===== src/include/nib_adapt_pkg.sv =====
/*
 * package for the odd nibble transmit adapter: carrier structs, run kinds
 * and the fixed octet codes.
 * assumes one nibble per clock from the mac, low nibble of an octet first.
 */
package nib_adapt_pkg;

	// ************************************************************
	// run kinds and carriers
	// ************************************************************
	typedef enum logic [1:0] {K_IDLE, K_DATA, K_EXT} kind_e;

	typedef struct packed {
		logic en;
		logic er;
		logic [3:0] d;
	} nib_s;

	typedef struct packed {
		logic en;
		logic er;
		logic [7:0] data;
	} oct_s;

	// ************************************************************
	// octet codes and counts
	// ************************************************************
	localparam logic [7:0] EXT_DATA = 8'h0F;
	localparam logic [7:0] EXT_ERR_DATA = 8'h1F;
	localparam logic [7:0] IDLE_DATA = 8'h00;
	localparam logic [3:0] NIB_RESET = 4'h0;
	localparam int MIN_GAP_NIB = 3;
	localparam oct_s OCT_RESET = '{en: 1'b0, er: 1'b0, data: 8'h00};

endpackage : nib_adapt_pkg


===== src/verilog/nib_classify.sv =====
/*
 * sorts one mac nibble into idle, data or carrier extension.
 * assumes the mac marks extension with enable low and error high.
 */
`timescale 1ns/100ps
`default_nettype none

module nib_classify
	import nib_adapt_pkg::*;
(
	// nibble in
	input wire nib_s i_nib,
	// kind out
	output var kind_e o_kind
);

	// ************************************************************
	// classification
	// ************************************************************
	always_comb begin
		if (i_nib.en) begin
			o_kind = K_DATA;
		end else if (i_nib.er) begin
			o_kind = K_EXT;
		end else begin
			o_kind = K_IDLE;
		end
	end

endmodule : nib_classify

`default_nettype wire


===== src/verilog/sgmii_odd_nibble_tx_adapt.sv =====
/*
 * transmit rate adapter: pairs mac nibbles into pcs octets and settles
 * every odd-length frame, extension and interframe gap at its end.
 * assumes one nibble per i_clock and a pcs encoder that takes o_oct
 * whenever o_valid pulses; o_oct stands until the next pulse.
 */
`timescale 1ns/100ps
`default_nettype none

module sgmii_odd_nibble_tx_adapt
	import nib_adapt_pkg::*;
#(
	parameter int GAP_CNT_W = 8
) (
	// clock and reset
	input wire logic i_clock,
	input wire logic i_rst,
	// mac nibble side
	input wire nib_s i_nib,
	// pcs octet side
	output logic o_valid,
	output var oct_s o_oct,
	// status
	output logic o_gap_short
);

	// ************************************************************
	// parameter check
	// ************************************************************
	generate
		if (GAP_CNT_W < 3) begin : g_bad_width
			$error("GAP_CNT_W must be at least 3");
		end
	endgenerate

	// ************************************************************
	// classification
	// ************************************************************
	kind_e kind;
	kind_e held_kind;
	kind_e last_kind;
	logic held;
	nib_s held_nib;
	logic seen_frame;
	logic [GAP_CNT_W-1:0] gap_nib;
	logic [GAP_CNT_W-1:0] eff_gap;
	logic next_valid;
	oct_s next_oct;
	logic same_run;
	logic gap_end;

	nib_classify u_classify (
		.i_nib(i_nib),
		.o_kind(kind)
	);

	assign same_run = held && (kind == held_kind);
	assign eff_gap = {gap_nib[GAP_CNT_W-1:1], 1'b0};
	assign gap_end = (last_kind == K_IDLE) && (kind == K_DATA);

	// ************************************************************
	// pairing and odd-end resolution
	// ************************************************************
	always_comb begin
		next_valid = 1'b0;
		next_oct = o_oct;
		if (same_run) begin
			next_valid = 1'b1;
			case (held_kind)
				K_DATA: begin
					next_oct.en = 1'b1;
					next_oct.er = held_nib.er | i_nib.er;
					next_oct.data = {i_nib.d, held_nib.d};
				end
				K_EXT: begin
					next_oct.en = 1'b0;
					next_oct.er = 1'b1;
					next_oct.data = EXT_DATA;
				end
				default: begin
					next_oct.en = 1'b0;
					next_oct.er = 1'b0;
					next_oct.data = IDLE_DATA;
				end
			endcase
		end else if (held && held_kind == K_EXT) begin
			next_valid = 1'b1;
			next_oct.en = 1'b0;
			next_oct.er = 1'b1;
			next_oct.data = EXT_ERR_DATA;
		end
	end

	// ************************************************************
	// parity state
	// ************************************************************
	always_ff @(posedge i_clock or posedge i_rst) begin
		if (i_rst) begin
			held <= 1'b0;
			held_kind <= K_IDLE;
			held_nib <= '{en: 1'b0, er: 1'b0, d: NIB_RESET};
		end else begin
			// a lone data or idle nibble at a run change is dropped
			held <= !same_run;
			held_kind <= kind;
			held_nib <= i_nib;
		end
	end

	// ************************************************************
	// octet output
	// ************************************************************
	always_ff @(posedge i_clock or posedge i_rst) begin
		if (i_rst) begin
			o_valid <= 1'b0;
			o_oct <= OCT_RESET;
		end else begin
			o_valid <= next_valid;
			o_oct <= next_oct;
		end
	end

	// ************************************************************
	// interframe gap watch
	// ************************************************************
	always_ff @(posedge i_clock or posedge i_rst) begin
		if (i_rst) begin
			last_kind <= K_IDLE;
			seen_frame <= 1'b0;
			gap_nib <= '0;
		end else begin
			last_kind <= kind;
			if (kind == K_DATA) begin
				seen_frame <= 1'b1;
			end
			if (kind != K_IDLE) begin
				gap_nib <= '0;
			end else if (gap_nib != '1) begin
				gap_nib <= gap_nib + GAP_CNT_W'(1);
			end
		end
	end

	always_ff @(posedge i_clock or posedge i_rst) begin
		if (i_rst) begin
			o_gap_short <= 1'b0;
		end else begin
			o_gap_short <= gap_end && seen_frame &&
				(eff_gap < GAP_CNT_W'(MIN_GAP_NIB));
		end
	end
endmodule : sgmii_odd_nibble_tx_adapt

`default_nettype wire


===== config.mk =====
export PLATFORM = sky130hd
export DESIGN_NAME = sgmii_odd_nibble_tx_adapt
export DESIGN_NICKNAME = d
export VERILOG_FILES = /design/src/include/nib_adapt_pkg.sv /design/src/verilog/nib_classify.sv /design/src/verilog/sgmii_odd_nibble_tx_adapt.sv
export SDC_FILE = /design/constraint.sdc
export NUM_CORES = 1
export LEC_CHECK = 0
export BUFFER_PORTS_ARGS = -buffer_cell sky130_fd_sc_hd__buf_2
export CELL_PAD_IN_SITES_DETAIL_PLACEMENT = 0
export CELL_PAD_IN_SITES_GLOBAL_PLACEMENT = 1
export CORE_MARGIN = 2
export CORE_UTILIZATION = 43
export DETAILED_ROUTE_END_ITERATION = 16
export PLACE_DENSITY_LB_ADDON = 0.12
export RECOVER_POWER = 100
export SLEW_MARGIN = 20
export SYNTH_ARGS = -nofsm -noshare
export SYNTH_HDL_FRONTEND = slang
export SYNTH_HIERARCHICAL = 1
export SYNTH_SLANG_ARGS = --single-unit

===== constraint.sdc =====
create_clock -name i_clock -period 1.74 [get_ports i_clock]
set_input_delay 0.348 -clock i_clock [delete_from_list [all_inputs] [get_ports i_clock]]
set_output_delay 0.348 -clock i_clock [all_outputs]
set_load 0.01 [all_outputs]

* Yosys cells after proc, flatten, opt, wreduce, memory -nomap -nowiden
Index checks and enable logic that the tools add are counted.
** Word-level totals
- Logic and storage cells :: 38
- Bits in registers :: 29
- Output and inout port bits :: 12
- Bits of input ports :: 8
** Cells by class
- Reduce and logical (&&, ||, !) cells :: 10
- Bitwise operators :: 1
- Add/sub/neg operators :: 1
- Order comparisons :: 1
- Eq/ne operators :: 5
- Muxes and demuxes :: 9
** Operators with widths (number)
- 2-to-1 mux 10 bit :: 2
- one-hot mux 10 bit (2 select lines) :: 1
- 2-to-1 mux 8 bit :: 2
- adder 8 x 1 -> 8 bit, second input constant :: 1
- less-than comparator 8 x 2 -> 1 bit, second input constant :: 1
- != test 8 bit, second input constant :: 1
- nonzero test 2 bit :: 3
- logical AND 1 bit :: 5
- == test 2 x 1 -> 1 bit, second input constant :: 2
- 2-to-1 mux 2 bit :: 2
- == test 2 bit :: 1
- == test 2 bit, second input constant :: 1
- zero test 2 bit :: 1
- 2-to-1 mux 1 bit :: 2
- zero test 1 bit :: 1
- bitwise OR 1 bit :: 1

* Depth between registers and ports, before layout
Gate-level depths: netlist of the first run.
- Depth after elaboration :: 6
- Depth in mapped cells :: 6
- Depth with buffers taken out :: 5

* By module
The synthesis of the first run kept the hierarchy.
** Modules (own cells, without submodules)
- sgmii_odd_nibble_tx_adapt :: seq. area each 725.7 um^2, times used 1, cells an instance 120, area an instance 1327.5 um^2
- nib_classify :: seq. area each 0.0 um^2, times used 1, cells an instance 2, area an instance 21.3 um^2

* Worst setup path before layout of the first run
Ideal clock, no wire load.
- Path type :: reg-to-reg
- From :: register last_kind[0] (netlist name)
- To :: register o_oct[0] (netlist bit)
- Period minus slack after synthesis :: 1336 ps
- Path buffers :: 1
- Stages on the path, launching flop included :: 7
- Library setup time :: 124 ps
- Path slack :: 404 ps
- Data arrival time :: 1212 ps
- Required time :: 1616 ps
- Cell sequence :: dfrtp_1 -> inv_1 -> ha_1 -> and2_1 -> clkbuf_1 -> a21oi_1 -> mux2i_1
** RTL lines
- end signal, assigned :: line sgmii_odd_nibble_tx_adapt.sv:119 : o_oct <= next_oct;
- end, declared :: line sgmii_odd_nibble_tx_adapt.sv:22 : output var oct_s o_oct,

==> impl_metrics.py, run 1 <==
metrics = {
    "outcome": {
        "status": "complete, no violations",
    },
    "drt": {
        "drt_iter0_drc": 37,
        "viasPerCell": 5.085,
        "first_pass_iters": 4,
        "routed-via-count": 956,
        "post-route-drc-count": 0,
        "drt_wl_total_um": 2494,
        "postRouteAntennaNets": 0,
        "avgRoutedWirePerCell_um": 13.27,
    },
    "power_and_ir_drop": {
        "p_leak_nw": 0.6929,
        "pwr-share-clk_pct": 34.0,
        "p_int_w": 0.001136,
        "powerDensity_mw_per_mm2": 1034,
        "p_comb_share_pct": 15.3,
        "swShare_pct": 26.99,
        "power_frac_seq_pct": 50.8,
        "vdd_drop_max_mv": 0.3253,
        "p_sw_w": 0.0004198,
    },
    "synth": {
        "synth_edf_count": 0,
        "synth_top_area_share_pct": 53.80,
        "syn_inst": 122,
        "yosysMostFrequentCell": "dfrtp_1",
        "synth_cell_type_count": 34,
        "synth_largest_area_cell": "dfrtp_1",
        "synth_ff_type": "dfrtp_1",
        "synth_fp_nets": 134,
        "synthArstFlopShare_pct": 100.0,
        "ys_warn_count": 6,
        "synth_area_per_cell_um2": 11.06,
        "ys_ff_latch": 29,
        "synthTopCellsByArea": "dfrtp_1, mux2i_1, nand2_1",
        "synth.cell_area_mm2": 0.001349,
        "seq_area_frac_synth_pct": 53.80,
        "synthTopCellsByCount": "dfrtp_1, nand2_1, mux2i_1",
    },
    "finish": {
        "nets": 156,
        "drive_gt1_share_pct": 11.11,
        "post-route-util_pct": 49.67,
        "n_antenna_cell": 0,
        "syn_to_final_growth_pct": 11.50,
    },
    "floorplanning": {
        "die_width_um": 60.01,
        "io_pins": 20,
        "core_area_mm2": 0.003028,
        "die_area_mm2": 0.003601,
        "die-height_um": 60.01,
        "rows": 20,
        "start_util_pct": 44.55,
    },
    "sta": {
        "tns_ps": 0,
        "finalCriticalPeriod_ps": 1434,
        "worst_pin_slew_ps": 714.8,
        "setup_viol": 0,
        "slew_headroom_pct": 52.35,
        "fin_skew_ps": 11.42,
        "fmax_mhz": 697.1,
        "slew_viol_final": 0,
        "post-route-period-util_pct": 82.44,
        "grt_setup_unrepaired": "false",
        "hold_viol_final": 0,
    },
    "place": {
        "dp_hpwl_um": 1725,
        "gp_congestion": 0.7482,
        "port_buffers": 19,
    },
    "setup_path": {
        "cp_max_fo": 8,
        "ff2ff_path_depth": 5,
        "path_class": "flip-flop to flip-flop",
        "end_kind": "flip-flop",
        "cp.arrival_ps": 1630,
        "reg2reg_from": "last_kind[0]",
        "required_ps": 1930,
        "crit_path_start_kind": "flip-flop",
        "worstSetupStartpoint": "last_kind[0]",
    },
    "clock_network": {
        "cts_resized": 0,
        "cts_tree": "built",
        "clockRootBuffer": "clkbuf_4",
        "cts.sinks": 29,
        "cts_setup_buffers": 0,
        "cts_buffer_depth": 2,
        "htreeDepth": 2,
        "numCtsBuffers": 5,
        "clk_latency_ps": 320,
        "cts.clk_slew.worst_paths_ps": 100,
        "cts_hold_buf": 0,
    },
    "min_path": {
        "min_from": "i_nib[2]",
        "hold_depth": 1,
        "min_path_type": "input port to flip-flop",
    },
    "global_routing": {
        "groute.usage.overall_pct": 16.44,
        "grt_pass1_vias": 928,
        "grt_remaining_overflow": 0,
        "grt_pass1_wl_um": 4181,
        "grt_max_degree": 30,
        "antenna_found_initial": 0,
    },
    "run": {
        "drv_cap": 0,
    },
}
==> per-layer routing <==
layer	track usage, %	routed length (um)	vias up
li1	-	-	465
met1	21.60	1209	465
met2	24.07	1141	24
met3	6.494	127	2
met4	6.667	16	0
met5	0	0	-
==> worst paths after layout <==
path                          endpoint  slack, ps
max                           o_oct[0]        310
max in group asynchronous     o_oct[9]       1070
max reg2reg                   o_oct[0]        310
min in group asynchronous   gap_nib[6]        200
min                        held_nib[2]        130
min reg2reg                 seen_frame        470
==> worst max-delay path: stages, from the launching register on <==
cell and delay [ps]:
dfrtp_1 400, inv_1 80, ha_1 310, and2_1 250, a21oi_1 190, mux2i_1 80
==> cell families after synthesis <==
| group | after synthesis | share of synthesized area [%] |
|---|---|---|
| buf+inv | 11 | 4.731 |
| fa+ha+maj | 4 | 3.711 |
| compound gates | 19 | 9.833 |
| flops | 29 | 53.80 |
| mux | 10 | 7.421 |
| xor+xnor | 2 | 1.299 |
| simple gates | 47 | 19.20 |
==> layout make-up <==
| type | instances | area [um2] |
|---|---|---|
| Inverter | 5 | 18.77 |
| Clock inverter | 2 | 35.03 |
| Tap cell | 44 | 55.05 |
| Clock buffer | 5 | 37.54 |
| Sequential cell | 29 | 725.7 |
| Multi-Input combinational cell | 82 | 545.5 |
| Fill cell | 301 | 1524 |
| Timing Repair Buffer | 21 | 86.33 |
==> power by group through the flow <==
stage,Clock (W),Sequential [W],Combinational (W)
6_report,0.000528,0.000790,0.000237
5_1_grt,0.000575,0.000799,0.000271
3_3_place_gp,0,0.000799,0.000259
3_5_place_dp,0,0.000802,0.000265
4_1_cts,0.000540,0.000790,0.000265
2_1_floorplan,0,0.000830,0.000142
==> metrics by stage <==
stage	setup WS [ps]	power, W	hold slack [ps]	instance area [um2]	cells
2_1_floorplan	403.9	0.0009712	379.4	1349	122
3_3_place_gp	282.5	0.001059	431.7	1469	181
3_5_place_dp	225.0	0.001067	442.9	1469	181
4_1_cts	289.9	0.001595	76.68	1541	188
5_1_grt	170.7	0.001645	112.7	1504	188
6_report	305.5	0.001556	134.9	1504	188
==> state kept, by name (all words and copies together), names as in the netlist <==
register	flops
last_kind	2
held_nib	5
gap_nib	8
o_valid	1
held	1
o_oct	10
seen_frame	1
o_gap_short	1
==> cells in the final DEF, fill, tap and decap left out, types with 2 or more instances in the layout <==
| master | synthesis | final |
|---|---|---|
| inv_1 | 5 | 5 |
| ha_1 | 4 | 4 |
| xnor2_1 | 2 | 2 |
| clkbuf_1 | 2 | 17 |
| nand4_1 | 2 | 2 |
| nor2_1 | 7 | 7 |
| and2_1 | 3 | 3 |
| nand2_1 | 14 | 14 |
| buf_2 | 0 | 2 |
| a21oi_1 | 7 | 7 |
| dfrtp_1 | 29 | 29 |
| nand3_1 | 3 | 3 |
| nor3_1 | 6 | 6 |
| clkbuf_4 | 0 | 5 |
| and2_2 | 2 | 2 |
| o21a_1 | 2 | 2 |
| mux2i_1 | 10 | 10 |
| o21ai_0 | 2 | 2 |
| nor4_1 | 2 | 2 |
| and4_1 | 1 | 2 |
| a31oi_1 | 2 | 2 |
Power figures use the tool's default switching activity.
==> inputs of run 2 (changes only) <==
ABC_AREA = 1   (was default)
CORE_UTILIZATION = 42   (was 43)
clock period = 1.33 ns   (was 1.74 ns; I/O delays follow)
==> run 2 against run 1 <==
Clock skew grew 0.80 ps; non-clock buffer count grew 16; area after synthesis grew 12%; global-route usage grew 0.55 points; maximum frequency grew 11%; first-iteration DRC count grew 27%; flip-flop and latch count is the same; combinational power grew 98%; largest power group unchanged.
==> impl_metrics.py, run 2 <==
metrics = {
    "drt": {
        "post-route-drc-count": 0,
        "viasPerCell": 4.718,
        "postRouteAntennaNets": 0,
        "avgRoutedWirePerCell_um": 11.65,
        "drt_iter0_drc": 47,
        "routed-via-count": 1236,
        "drt_wl_total_um": 3051,
        "first_pass_iters": 4,
    },
    "power_and_ir_drop": {
        "vdd_drop_max_mv": 0.7072,
        "p_comb_share_pct": 21.0,
        "p_sw_w": 0.0006161,
        "powerDensity_mw_per_mm2": 1134,
        "power_frac_seq_pct": 45.6,
        "swShare_pct": 27.57,
        "p_leak_nw": 1.039,
        "finalPower_w": 0.002235,
        "pwr-share-clk_pct": 33.5,
        "p_int_w": 0.001619,
    },
    "clock_network": {
        "clockRootBuffer": "clkbuf_4",
        "numCtsBuffers": 5,
        "clk_latency_ps": 320,
        "cts.sinks": 29,
        "cts.clk_slew.worst_paths_ps": 90,
        "cts_tree": "built",
        "cts_buffer_depth": 2,
        "htreeDepth": 2,
    },
    "synth": {
        "seq_area_frac_synth_pct": 47.93,
        "ys_warn_count": 6,
        "synthArstFlopShare_pct": 100.0,
        "synth_area_per_cell_um2": 8.701,
        "synthTopCellsByArea": "dfrtp_1, nand2_1, nand3_1",
        "synthTopCellsByCount": "nand2_1, dfrtp_1, nand3_1",
        "synth_cell_type_count": 24,
        "yosysMostFrequentCell": "nand2_1",
        "synth_ff_type": "dfrtp_1",
        "synth.cell_area_mm2": 0.001514,
        "synth_fp_nets": 186,
        "synth_top_area_share_pct": 47.93,
        "syn_inst": 174,
        "ys_ff_latch": 29,
        "synth_edf_count": 0,
        "synth_largest_area_cell": "dfrtp_1",
    },
    "sta": {
        "grt_setup_unrepaired": "true",
        "slew_headroom_pct": 74.32,
        "setup_ws_ps": 37.04,
        "finalCriticalPeriod_ps": 1293,
        "setup_viol": 0,
        "worst_pin_slew_ps": 384.8,
        "tns_ps": 0,
        "hold_viol_final": 0,
        "fin_skew_ps": 12.22,
        "post-route-period-util_pct": 97.21,
        "slew_viol_final": 0,
        "fmax_mhz": 773.4,
    },
    "setup_path": {
        "r2r_setup_slack_ps": 40,
        "worstSetupStartpoint": "last_kind[1]",
        "path_class": "flip-flop to flip-flop",
        "crit_path_cell_trace": "inv_2, buf_6, nand2_4, nand2_2, nor2_4, nand3_1, nand2_1, nand2_1",
        "critPathMostFrequentCell": "nand2_1",
        "required_ps": 1560,
        "cp_slowest_cell": "dfrtp_1",
        "regToRegEndpoint": "o_oct[3]",
        "cp.arrival_ps": 1520,
        "end_kind": "flip-flop",
        "cp_max_fo": 5,
        "crit_path_start_kind": "flip-flop",
        "reg2reg_from": "last_kind[1]",
        "ff2ff_path_depth": 8,
        "max_stage_delay_ps": 420,
        "crit_end": "o_oct[3]",
    },
    "floorplanning": {
        "die_area_mm2": 0.004101,
        "start_util_pct": 44.67,
        "core_area_mm2": 0.003390,
        "io_pins": 20,
        "rows": 21,
        "die_width_um": 64.04,
        "die-height_um": 64.04,
    },
    "global_routing": {
        "grt_pass1_wl_um": 5264,
        "groute.usage.overall_pct": 16.99,
        "antenna_found_initial": 0,
        "grt_pass1_vias": 1179,
        "grt_remaining_overflow": 0,
        "grt_max_degree": 30,
    },
    "place": {
        "pre_cts_slack_ps": -87.59,
        "gp_congestion": 0.7728,
        "port_buffers": 19,
        "dp_hpwl_um": 2272,
        "placed_cells": 249,
    },
    "finish": {
        "nets": 227,
        "syn_to_final_growth_pct": 30.17,
        "max_flop_register": "o_oct",
        "reg.largest.list": "o_oct: 10 flops, gap_nib: 8 flops, held_nib: 5 flops",
        "post-route-util_pct": 58.14,
        "drive_gt1_share_pct": 38.89,
        "largest_reg_flops": 10,
        "stdcell_count": 262,
        "final_cell_mix": "nand2_1, dfrtp_1, nand3_1",
        "n_antenna_cell": 0,
        "layout_commonest_cell": "nand2_1",
    },
    "outcome": {
        "status": "complete, no violations",
    },
    "min_path": {
        "min_path_type": "input port to flip-flop",
    },
    "run": {
        "drv_cap": 0,
    },
}
## run 2: cell types whose count changed after synthesis, sizes merged, moves of 4 or more
| cell | before | now |
|---|---|---|
| nand2 | 14 | 63 |
| nand3 | 4 | 33 |
| inv | 5 | 20 |
| mux2i | 10 | 0 |
| a21oi | 7 | 2 |
| and2 | 5 | 0 |
| nor3 | 6 | 2 |
## run 2: final cells by class
class | count | area (um2)
Clock inverter | 1 | 30.03
Tap cell | 46 | 57.56
Multi-Input combinational cell | 122 | 775.7
Timing Repair Buffer | 37 | 251.5
Fill cell | 312 | 1419
Inverter | 20 | 75.07
Clock buffer | 7 | 55.05
Sequential cell | 29 | 725.7
## run 2: critical path: cells and delay by family (launching register included)
family / cells / cell delay (ps)
simple gates: 6 / 530
flops: 1 / 420
buf+inv: 2 / 230
## run 2: power by group through the flow
stage               Combinational (W)  Sequential, W  Clock, W
global placement             0.000405        0.00103         0
global route                 0.000520        0.00103  0.000823
finish                       0.000469        0.00102  0.000748
CTS                          0.000437        0.00102  0.000776
floorplan                    0.000227        0.00107         0
detailed placement           0.000408        0.00103         0
## run 2: kinds of logic (layout without fill, tap and decap cells)
logic type | count (synthesis) | count (layout) | share of synthesized area (%)
buffers and inverters | 23 | 65 | 6.941
DFF | 29 | 29 | 47.93
adders and majority gates | 4 | 4 | 3.306
AOI/OAI and AO/OA | 5 | 5 | 2.065
and+or+nand+nor | 113 | 113 | 39.75
## run 2: how the worst min path moves through the flow
stage | start | to | slack, ps | cells after the start
floorplan | i_nib[0] | held_nib[0] | 300 | 0
global placement | i_rst | gap_nib[1] | 350 | 3
detailed placement | i_rst | gap_nib[1] | 360 | 3
CTS | i_nib[3] | held_nib[3] | 40 | 1
global route | i_nib[2] | held_nib[2] | 30 | 1
finish | i_nib[2] | held_nib[2] | 60 | 1
## run 2: layer usage
metal	up-vias	wire (um)	track usage, %
li1	637	-	-
met1	575	1269	19.02
met2	22	1637	29.56
met3	2	118	6.338
met4	0	25	5.707
met5	-	0	0
## run 2: timing repair
item,CTS,global route
hold endpoints to repair,12,0
pin swaps,0,8
gates resized for setup,2,23
setup buffers,2,3
endpoints found under the setup margin,6,11
hold buffers,1,0
## run 2: metrics by stage
| stage | area [um2] | hold WS [ps] |
|---|---|---|
| after floorplan | 1514 | 297.4 |
| after global placement | 1734 | 346.6 |
| after CTS | 1874 | 42.70 |
| after global routing | 1971 | 27.02 |
| final | 1971 | 62.44 |
| after detailed placement | 1734 | 363.4 |
